==> src/include/ihb_pkg.sv <==
// Shared constants, register selects and decode helpers of the I/O window bridge
`default_nettype none

package ihb_pkg;

  localparam int BYTE_W = 8;
  localparam int WORD_W = 16;
  localparam int SA_W = 3;

  // Register select taken from the two upper window address lines {SA2, SA1}
  localparam logic [1:0] SEL_CONTROL = 2'h0;
  localparam logic [1:0] SEL_DATA_INC = 2'h1;
  localparam logic [1:0] SEL_POINTER = 2'h2;
  localparam logic [1:0] SEL_DATA_FIXED = 2'h3;

  // Position of the byte selector and of the register select in the window address
  localparam int SA_BYTE_BIT = 0;
  localparam int SA_SEL_LSB = 1;

  // Strobe level meaning a write
  localparam logic WR_N_WRITE = 1'h0;

  // Reset values
  localparam logic [15:0] CONTROL_RESET = 16'h0000;
  localparam logic [15:0] POINTER_RESET = 16'h0000;
  localparam logic [15:0] MEM_RESET = 16'h0000;
  localparam logic [7:0] BYTE_RESET = 8'h00;

  // Word store depth; the pointer's low bits index it
  localparam int MEM_IDX_W = 4;
  localparam int MEM_DEPTH = 16;
  localparam logic [15:0] PTR_STEP = 16'h0001;

  typedef logic [1:0] ihb_sel_t;

  function automatic ihb_sel_t ihb_reg_sel(input logic [SA_W-1:0] sa);
    ihb_reg_sel = sa[SA_SEL_LSB +: 2];
  endfunction : ihb_reg_sel

  function automatic logic ihb_is_high(input logic [SA_W-1:0] sa);
    ihb_is_high = sa[SA_BYTE_BIT];
  endfunction : ihb_is_high

  function automatic logic [7:0] ihb_byte(input logic [15:0] word, input logic hi);
    ihb_byte = hi ? word[15:8] : word[7:0];
  endfunction : ihb_byte

  function automatic logic [MEM_IDX_W-1:0] ihb_mem_index(input logic [15:0] ptr);
    ihb_mem_index = ptr[MEM_IDX_W-1:0];
  endfunction : ihb_mem_index

endpackage : ihb_pkg

`default_nettype wire

==> src/include/ihb_if.sv <==
// Byte-wide I/O window between the bus host end and the host port end
`timescale 1ns/1ps
`default_nettype none

interface ihb_if;
  import ihb_pkg::*;

  logic io_req;
  logic io_wr_n;
  logic [SA_W-1:0] sa;
  logic [BYTE_W-1:0] wdata;
  logic io_ack;
  logic [BYTE_W-1:0] rdata;

  modport host (
    output io_req,
    output io_wr_n,
    output sa,
    output wdata,
    input io_ack,
    input rdata
  );

  modport dev (
    input io_req,
    input io_wr_n,
    input sa,
    input wdata,
    output io_ack,
    output rdata
  );

endinterface : ihb_if

`default_nettype wire

==> src/logic/ihb_device_end.sv <==
// Host port end: decodes byte cycles of the I/O window onto control, pointer and word store
//
// How it works
// - Host reaches memory only via pointer then data
// - Host moves each word as two byte cycles
// - Strobe low writes, strobe high reads
// - SA2=0, SA1=0 selects the control register
// - SA0 picks byte: 0 low, 1 high
// - SA2=1, SA1=0 selects pointer, readable and writable
// - Auto alias write: increment pointer, then store
// - Auto alias read: return byte, then increment
// - Fixed alias write stores, pointer unchanged
// - Fixed alias read returns byte, pointer unchanged
`timescale 1ns/1ps
`default_nettype none

module ihb_device_end (
  input wire logic core_clk,
  input wire logic rst,
  ihb_if.dev port,
  input wire logic [ihb_pkg::MEM_IDX_W-1:0] core_rd_index,
  output logic [ihb_pkg::WORD_W-1:0] core_rd_data,
  output logic [ihb_pkg::WORD_W-1:0] control_word,
  output logic [ihb_pkg::WORD_W-1:0] pointer_word,
  output logic word_stored
);
  import ihb_pkg::*;

  // Register group
  logic [WORD_W-1:0] control;
  logic [WORD_W-1:0] pointer;
  logic [BYTE_W-1:0] low_latch;
  logic [WORD_W-1:0] next_control;
  logic [WORD_W-1:0] next_pointer;
  logic [BYTE_W-1:0] next_low_latch;

  // Word store group
  logic [WORD_W-1:0] mem [MEM_DEPTH];
  logic [WORD_W-1:0] next_mem [MEM_DEPTH];
  logic stored;
  logic next_stored;

  // Answer group
  logic ack;
  logic [BYTE_W-1:0] rdata;
  logic [WORD_W-1:0] core_data;
  logic next_ack;
  logic [BYTE_W-1:0] next_rdata;
  logic [WORD_W-1:0] next_core_data;

  // Decoded cycle
  logic cyc_wr;
  logic cyc_rd;
  logic cyc_hi;
  ihb_sel_t cyc_sel;
  logic [WORD_W-1:0] ptr_inc;
  logic [MEM_IDX_W-1:0] cur_idx;
  logic [MEM_IDX_W-1:0] inc_idx;

  always_comb begin
    cyc_wr = port.io_req && (port.io_wr_n == WR_N_WRITE);
    cyc_rd = port.io_req && (port.io_wr_n != WR_N_WRITE);
    cyc_hi = ihb_is_high(port.sa);
    cyc_sel = ihb_reg_sel(port.sa);
    ptr_inc = pointer + PTR_STEP;
    cur_idx = ihb_mem_index(pointer);
    inc_idx = ihb_mem_index(ptr_inc);
  end

  // Control and pointer registers, low byte holding latch
  always_comb begin
    next_control = control;
    next_pointer = pointer;
    next_low_latch = low_latch;
    if (cyc_wr) begin
      case (cyc_sel)
        SEL_CONTROL: begin
          // Each byte lands on its own, so a half-written control word is visible
          if (cyc_hi) begin
            next_control[15:8] = port.wdata;
          end else begin
            next_control[7:0] = port.wdata;
          end
        end
        SEL_POINTER: begin
          if (cyc_hi) begin
            next_pointer[15:8] = port.wdata;
          end else begin
            next_pointer[7:0] = port.wdata;
          end
        end
        SEL_DATA_INC: begin
          if (cyc_hi) begin
            next_pointer = ptr_inc;
          end else begin
            next_low_latch = port.wdata;
          end
        end
        SEL_DATA_FIXED: begin
          if (!cyc_hi) begin
            next_low_latch = port.wdata;
          end
        end
        default: begin
          next_control = control;
        end
      endcase
    end else if (cyc_rd) begin
      // Auto alias reads move the pointer only after the high byte left the store
      if ((cyc_sel == SEL_DATA_INC) && cyc_hi) begin
        next_pointer = ptr_inc;
      end
    end
  end

  always_ff @(posedge core_clk or posedge rst) begin
    if (rst) begin
      control <= CONTROL_RESET;
      pointer <= POINTER_RESET;
      low_latch <= BYTE_RESET;
    end else begin
      control <= next_control;
      pointer <= next_pointer;
      low_latch <= next_low_latch;
    end
  end

  // Word store: a word is written whole when its high byte arrives, so the
  // core never sees a word with one new byte and one stale byte
  always_comb begin
    next_mem = mem;
    next_stored = 1'b0;
    if (cyc_wr && cyc_hi) begin
      case (cyc_sel)
        SEL_DATA_INC: begin
          next_mem[inc_idx] = {port.wdata, low_latch};
          next_stored = 1'b1;
        end
        SEL_DATA_FIXED: begin
          next_mem[cur_idx] = {port.wdata, low_latch};
          next_stored = 1'b1;
        end
        default: begin
          next_stored = 1'b0;
        end
      endcase
    end
  end

  always_ff @(posedge core_clk or posedge rst) begin
    if (rst) begin
      for (int i = 0; i < MEM_DEPTH; i++) begin
        mem[i] <= MEM_RESET;
      end
      stored <= 1'b0;
    end else begin
      mem <= next_mem;
      stored <= next_stored;
    end
  end

  // Answers: every cycle is acknowledged one clock later, reads with data
  always_comb begin
    next_ack = port.io_req;
    next_rdata = rdata;
    next_core_data = mem[core_rd_index];
    if (cyc_rd) begin
      case (cyc_sel)
        SEL_CONTROL: begin
          next_rdata = ihb_byte(control, cyc_hi);
        end
        SEL_POINTER: begin
          next_rdata = ihb_byte(pointer, cyc_hi);
        end
        SEL_DATA_INC: begin
          next_rdata = ihb_byte(mem[cur_idx], cyc_hi);
        end
        SEL_DATA_FIXED: begin
          next_rdata = ihb_byte(mem[cur_idx], cyc_hi);
        end
        default: begin
          next_rdata = BYTE_RESET;
        end
      endcase
    end
  end

  always_ff @(posedge core_clk or posedge rst) begin
    if (rst) begin
      ack <= 1'b0;
      rdata <= BYTE_RESET;
      core_data <= MEM_RESET;
    end else begin
      ack <= next_ack;
      rdata <= next_rdata;
      core_data <= next_core_data;
    end
  end

  assign port.io_ack = ack;
  assign port.rdata = rdata;
  assign core_rd_data = core_data;
  assign control_word = control;
  assign pointer_word = pointer;
  assign word_stored = stored;

endmodule : ihb_device_end

`default_nettype wire

==> src/flat_wrapper.sv <==
// flat-port wrapper written by rule: the top's interface ports become plain ports
module ihb_device_end_flat import ihb_pkg::*;
  (core_clk, rst, core_rd_index, core_rd_data, control_word, pointer_word, word_stored, port_io_req, port_io_wr_n, port_sa, port_wdata, port_io_ack, port_rdata);
  ihb_if port_i ();
  input wire logic core_clk;
  input wire logic rst;
  input wire logic [ihb_pkg::MEM_IDX_W-1:0] core_rd_index;
  output logic [ihb_pkg::WORD_W-1:0] core_rd_data;
  output logic [ihb_pkg::WORD_W-1:0] control_word;
  output logic [ihb_pkg::WORD_W-1:0] pointer_word;
  output logic word_stored;
  input wire logic [$bits(port_i.io_req)-1:0] port_io_req;
  input wire logic [$bits(port_i.io_wr_n)-1:0] port_io_wr_n;
  input wire logic [$bits(port_i.sa)-1:0] port_sa;
  input wire logic [$bits(port_i.wdata)-1:0] port_wdata;
  output wire logic [$bits(port_i.io_ack)-1:0] port_io_ack;
  output wire logic [$bits(port_i.rdata)-1:0] port_rdata;
  assign port_i.io_req = port_io_req;
  assign port_i.io_wr_n = port_io_wr_n;
  assign port_i.sa = port_sa;
  assign port_i.wdata = port_wdata;
  assign port_io_ack = port_i.io_ack;
  assign port_rdata = port_i.rdata;
  ihb_device_end u_core (.core_clk(core_clk), .rst(rst), .port(port_i), .core_rd_index(core_rd_index), .core_rd_data(core_rd_data), .control_word(control_word), .pointer_word(pointer_word), .word_stored(word_stored));
endmodule
==> config.mk <==
export PLATFORM = sky130hd
export DESIGN_NAME = ihb_device_end_flat
export DESIGN_NICKNAME = d
export VERILOG_FILES = /design/src/include/ihb_pkg.sv /design/src/include/ihb_if.sv /design/src/logic/ihb_device_end.sv /design/src/flat_wrapper.sv
export SDC_FILE = /design/constraint.sdc
export NUM_CORES = 1
export LEC_CHECK = 0
export ABC_AREA = 1
export BUFFER_PORTS_ARGS = -buffer_cell sky130_fd_sc_hd__buf_2
export CAP_MARGIN = 20
export CORE_ASPECT_RATIO = 0.9
export CORE_MARGIN = 3
export CORE_UTILIZATION = 58
export CTS_CLUSTER_SIZE = 10
export DETAILED_ROUTE_END_ITERATION = 6
export PLACE_DENSITY = 0.76
export SYNTH_ARGS = -nofsm -noshare
export SYNTH_HDL_FRONTEND = slang
export SYNTH_SLANG_ARGS = --single-unit
==> constraint.sdc <==
create_clock -name core_clk -period 12.24 [get_ports core_clk]
set_input_delay 1.224 -clock core_clk [delete_from_list [all_inputs] [get_ports core_clk]]
set_output_delay 1.224 -clock core_clk [all_outputs]
set_load 0.05 [all_outputs]
# After elaboration in Yosys (flattened, before gate mapping)
# Index checks and enable logic that the tools add are counted.
# word_totals
input_bits,19
word_cells,86
register_bits,322
output_inout_bits,58
# classes
reduce_logical,17
muxes,26
bitwise_logic,5
addsub,1
eq_ne,7
order_cmp,5
# op_table
operator,n
$bwmux W256,2
$pmux W256 S2,1
$mux W16,10
$bmux W16 S4,2
$demux W16 S4,2
$mux W8,5
$pmux W16 S2,1
$pmux W8 S3,1
$add A16 B1 Y16 const B,1
$ge A5 B5 Y1 const B,3
$not A4 Y5,3
$ne A3 B3 Y1 const B,4
$lt A5 B1 Y1 const B,2
$reduce_and A5 Y1,2
$reduce_and A3 Y1,3
$logic_and A1 B1 Y1,6
$reduce_bool A2 Y1,3
$eq A2 B2 Y1 const B,2
$eq A2 B1 Y1 const B,1
$logic_not A2 Y1,1
$mux W1,2
$not A1 Y1,2
$reduce_and A2 Y1,1
$reduce_or A2 Y1,1

# Longest topological paths before layout
# depth
ltp_word,8
mapped_depth,14
ltp_nobuf,12

# Worst setup path after synthesis
# OpenSTA, ideal clock, no wires.
# synth_timing
kind,input-to-reg
start,input port_sa[1]
end,register u_core.mem[119] (netlist name)
required_time_ns,12.108
setup_time_ns,0.132
t_arrival_ns,2.499
path_buffers,2
path_stages,8
slack_ns,9.609
path_cell_list,ha_1 > nor2_1 > nor3_4 > buf_4 > nand3_2 > clkbuf_1 > nand2_1 > o21ai_1
# synth_via
elab_chain_len,3
elab_cells_between_ends,5
cone_classes,2 x eq/ne; 1 x mux; 2 x reduce/logical
# synth_rtl
item,line,source
from (decl),flat_wrapper.sv:14,input wire logic [$bits(port_i.sa)-1:0] port_sa;
$eq A2 B2 Y1 / $eq A2 B1 Y1 (equally long branches),ihb_device_end.sv:134,case (cyc_sel)
$reduce_bool A2 Y1 (no line),--,
$reduce_and A2 Y1 (no line),--,
to (signal assigned),ihb_device_end.sv:157,mem <= next_mem;
to (decl),ihb_device_end.sv:38,logic [WORD_W-1:0] mem [MEM_DEPTH];
# Parallel ways exist; a longest one is shown, timed or not.
# A chain may end at the register's enable or synchronous reset.

# Worst setup path in the final report
# layout_timing
start,register u_core.pointer[0] (netlist: u_core.pointer_word[0])
end,register u_core.mem[38] (netlist name)
# layout_via
elab_chain_len,8
elab_cells_between_ends,16
cone_classes,1 x add/sub; 4 x order compare; 7 x mux; 2 x bitwise; 2 x reduce/logical
# layout_rtl
item,line,source
from (decl),ihb_device_end.sv:31,logic [WORD_W-1:0] pointer;
from (signal assigned),ihb_device_end.sv:123,pointer <= next_pointer;
$add A16 B1 Y16,ihb_device_end.sv:65,ptr_inc = pointer + PTR_STEP;
$not A4 Y5 (implied by the code),ihb_device_end.sv:136,"next_mem[inc_idx] = {port.wdata, low_latch};"
$ge A5 B5 Y1 (implied by the code) / $lt A5 B1 Y1 (equally long branches),ihb_device_end.sv:136,
$logic_and A1 B1 Y1 (implied by the code),ihb_device_end.sv:136,
$mux W16 (implied by the code),ihb_device_end.sv:136,
$demux W16 S4,ihb_device_end.sv:136,
$bwmux W256,ihb_device_end.sv:136,
$pmux W256 S2 *,ihb_device_end.sv:134,
# Every way passes the cells marked *; elsewhere a longest branch is shown, timed or not.

==> flow_metrics.tcl <==
set metrics [dict create \
    required_ps 12640 \
    drv_slew 0 \
    ios 77 \
    holdCritPathClass "reg -> reg" \
    synth.cell_area_um2 17590 \
    reg2reg_to "u_core.mem[38]" \
    cts_setup_buffers 0 \
    r2r_start "u_core.pointer_word[0]" \
    critPathMaxFanout 71 \
    routed_via_density 6.069 \
    ys_warn_count 0 \
    use_met3_pct 6.766 \
    async_flop_share_pct 100.0 \
    synth-seq-cells 322 \
    fin_ws_ps 7910 \
    die-width_um 189.6 \
    ant_nets 0 \
    cp-start-kind "flip-flop" \
    areaGrowthSynthToFinish_pct 8.549 \
    grt-ovfl-total 0 \
    drt_iter0_drc 2177 \
    io_buffers 76 \
    ctsHoldBuffers 0 \
    period_share_pct 35.37 \
    synthesis.area_per_instance_um2 7.285 \
    clkLatencyLatePin_ps 540 \
    n_antenna_cell 0 \
    final_cell_mix "723 x nand2_1, 320 x dfrtp_1, 250 x o21ai_1, 207 x inv_1, 206 x o21ai_0" \
    power.leakage_nw 8.984 \
    hold_violations 0 \
    fin_nets 2407 \
    power_density_nw_per_um2 216.4 \
    worstRegToRegCells 9 \
    worstHoldEndpoint "u_core.mem[72]" \
    totalWireLength_um 56440 \
    rows 59 \
    clock_skew_ps 15.08 \
    wl_per_cell_um 20.29 \
    hp-start "u_core.mem[72]" \
    track_usage_pct 34.60 \
    finalNonFillerCells 2781 \
    period_needed_ps 4330 \
    setup_tns_ps 0 \
    grt_max_degree 120 \
    pre_cts_ws_ps 7720 \
    dr.pass1.iters 6 \
    path_clk_slew_ps 60 \
    grt_pass1_wl_um 88480 \
    cts_root_buffer "clkbuf_16" \
    critical_path_class "reg -> reg" \
    hold_depth 2 \
    die_area_um2 32460 \
    synth_cells 2415 \
    num_vias 16880 \
    place_congestion 0.8857 \
    arrival_ps 4730 \
    outcome "finished, final reports clean" \
    cts_resized 0 \
    end_kind "flip-flop" \
    timing.fmax_mhz 231.0 \
    grtUsageMet1_pct 48.80 \
    dp_hpwl_um 33250 \
    ir_drop_uv 184.9 \
    syn_nets 2444 \
    max_slew_margin_pct 31.17 \
    tightestPinTransition_ps 1032 \
    gr-usage-met2_pct 53.53 \
    busiest_layer "met2" \
    setup_viol 0 \
    yosysSeqAreaShare_pct 45.80 \
    clock_path_buffers 3 \
    max_cap_viol_count 0 \
    power.total_mw 4.133 \
    synth_cell_type_count 35 \
    grt_pass1_vias 16010 \
    rsz0062_at_grt "no" \
    start_util_pct 59.88 \
    h-tree-depth 2 \
    antenna_found_initial 0 \
    final_common_cell "nand2_1" \
    numClockSinks 322 \
    drc 0 \
    drive_gt1_share_pct 7.170 \
    die_h_um 171.2 \
    cts_tree "built" \
    reg2reg_setup_slack_ps 7910 \
    cts_buffers 38 \
    core-area_um2 29380 \
    dp_cells 2730 \
    synth_edf_count 0 \
    ys.flop_type "dfrtp_1" \
    final_util_pct 65.00 \
]
## sequential cells by signal, summed over array words and instances (netlist names)
signal               flops
u_core.port.io_ack       1
u_core.pointer_word     16
u_core.control_word     16
u_core.core_rd_data     16
u_core.mem             256
u_core.word_stored       1
u_core.port.rdata        8
u_core.low_latch         8
## stage by stage
stage                     hold WS, ps  instance area, um^2
after global placement          468.2                17870
after floorplan                 453.0                17590
after CTS                       488.7                19010
after detailed placement        476.0                17980
final                           487.1                19100
after global routing            504.7                19100
## worst max-delay path, stage by stage (launching register included)
cell	delay [ps]
dfrtp_4	670
buf_4	730
buf_4	780
ha_1	300
inv_1	140
o21ai_0	180
nand3_1	670
buf_4	490
nand2_1	100
o21ai_1	70
## report_power, final
group	internal (mW)	leakage (nW)	switching [mW]	total (mW)
clock network	0.579	0.505	0.431	1.01
registers	1.36	4.25	0.234	1.60
logic	0.450	4.22	1.07	1.52
## Yosys cell counts, types with 2 or more instances
cell type | n | area [um^2]
o22ai_1 | 6 | 37.54
o211ai_1 | 41 | 307.8
ha_1 | 10 | 125.1
nor3_1 | 2 | 10.01
o21ai_1 | 250 | 1251
o31ai_1 | 9 | 67.56
buf_1 | 7 | 26.28
nand3_2 | 2 | 20.02
nand2_2 | 6 | 37.54
buf_4 | 2 | 15.01
nor2_1 | 90 | 337.8
dfrtp_1 | 322 | 8058
nand4_1 | 2 | 12.51
mux2i_1 | 20 | 200.2
o221ai_1 | 21 | 183.9
nor2_2 | 2 | 12.51
inv_2 | 5 | 18.77
a21oi_1 | 165 | 825.8
o21ai_0 | 206 | 1031
clkbuf_1 | 96 | 360.4
buf_2 | 78 | 390.4
xor2_1 | 2 | 17.52
nand3_1 | 130 | 650.6
nand2_1 | 723 | 2714
inv_1 | 208 | 780.8
## logic make-up (layout without fill, tap and decap cells)
| group | Yosys count | count (layout) | share of synthesized area (%) |
|---|---|---|---|
| multiplexers | 20 | 20 | 1.138 |
| adder cells (fa/ha/maj) | 10 | 10 | 0.7112 |
| AO/OA/AOI/OAI | 704 | 704 | 21.34 |
| flip-flops | 322 | 322 | 45.80 |
| AND/OR/NAND/NOR | 958 | 958 | 21.66 |
| buffers and inverters | 397 | 367 | 9.068 |
| XOR/XNOR | 4 | 4 | 0.2845 |
## routing by layer
| metal | share of wire [%] | vias up |
|---|---|---|
| met4 | 3.6 | 0 |
| met3 | 10 | 148 |
| met1 | 42 | 7984 |
| met5 | 0 | - |
| met2 | 44 | 907 |
| li1 | - | 7839 |
## how the worst max path moves through the flow
stage | slack (ps) | start | to | cells after the start
after floorplan | 2100 | rst | u_core.control_word[0] | 1
after global placement | 7750 | port_sa[0] | u_core.mem[72] | 7
after detailed placement | 7720 | port_sa[0] | u_core.mem[72] | 7
after CTS | 8050 | u_core.pointer_word[0] | u_core.mem[38] | 9
after global routing | 7730 | u_core.pointer_word[0] | u_core.mem[38] | 9
final | 7910 | u_core.pointer_word[0] | u_core.mem[38] | 9
## layout make-up
type	count	area (um^2)
Clock buffer	46	1022
Clock inverter	1	8.758
Sequential cell	322	8063
Inverter	214	810.8
Multi-Input combinational cell	1696	7943
Tap cell	396	495.5
Timing Repair Buffer	106	754.5
Fill cell	2679	10280
Note: power is estimated with default switching activity, not from simulation.
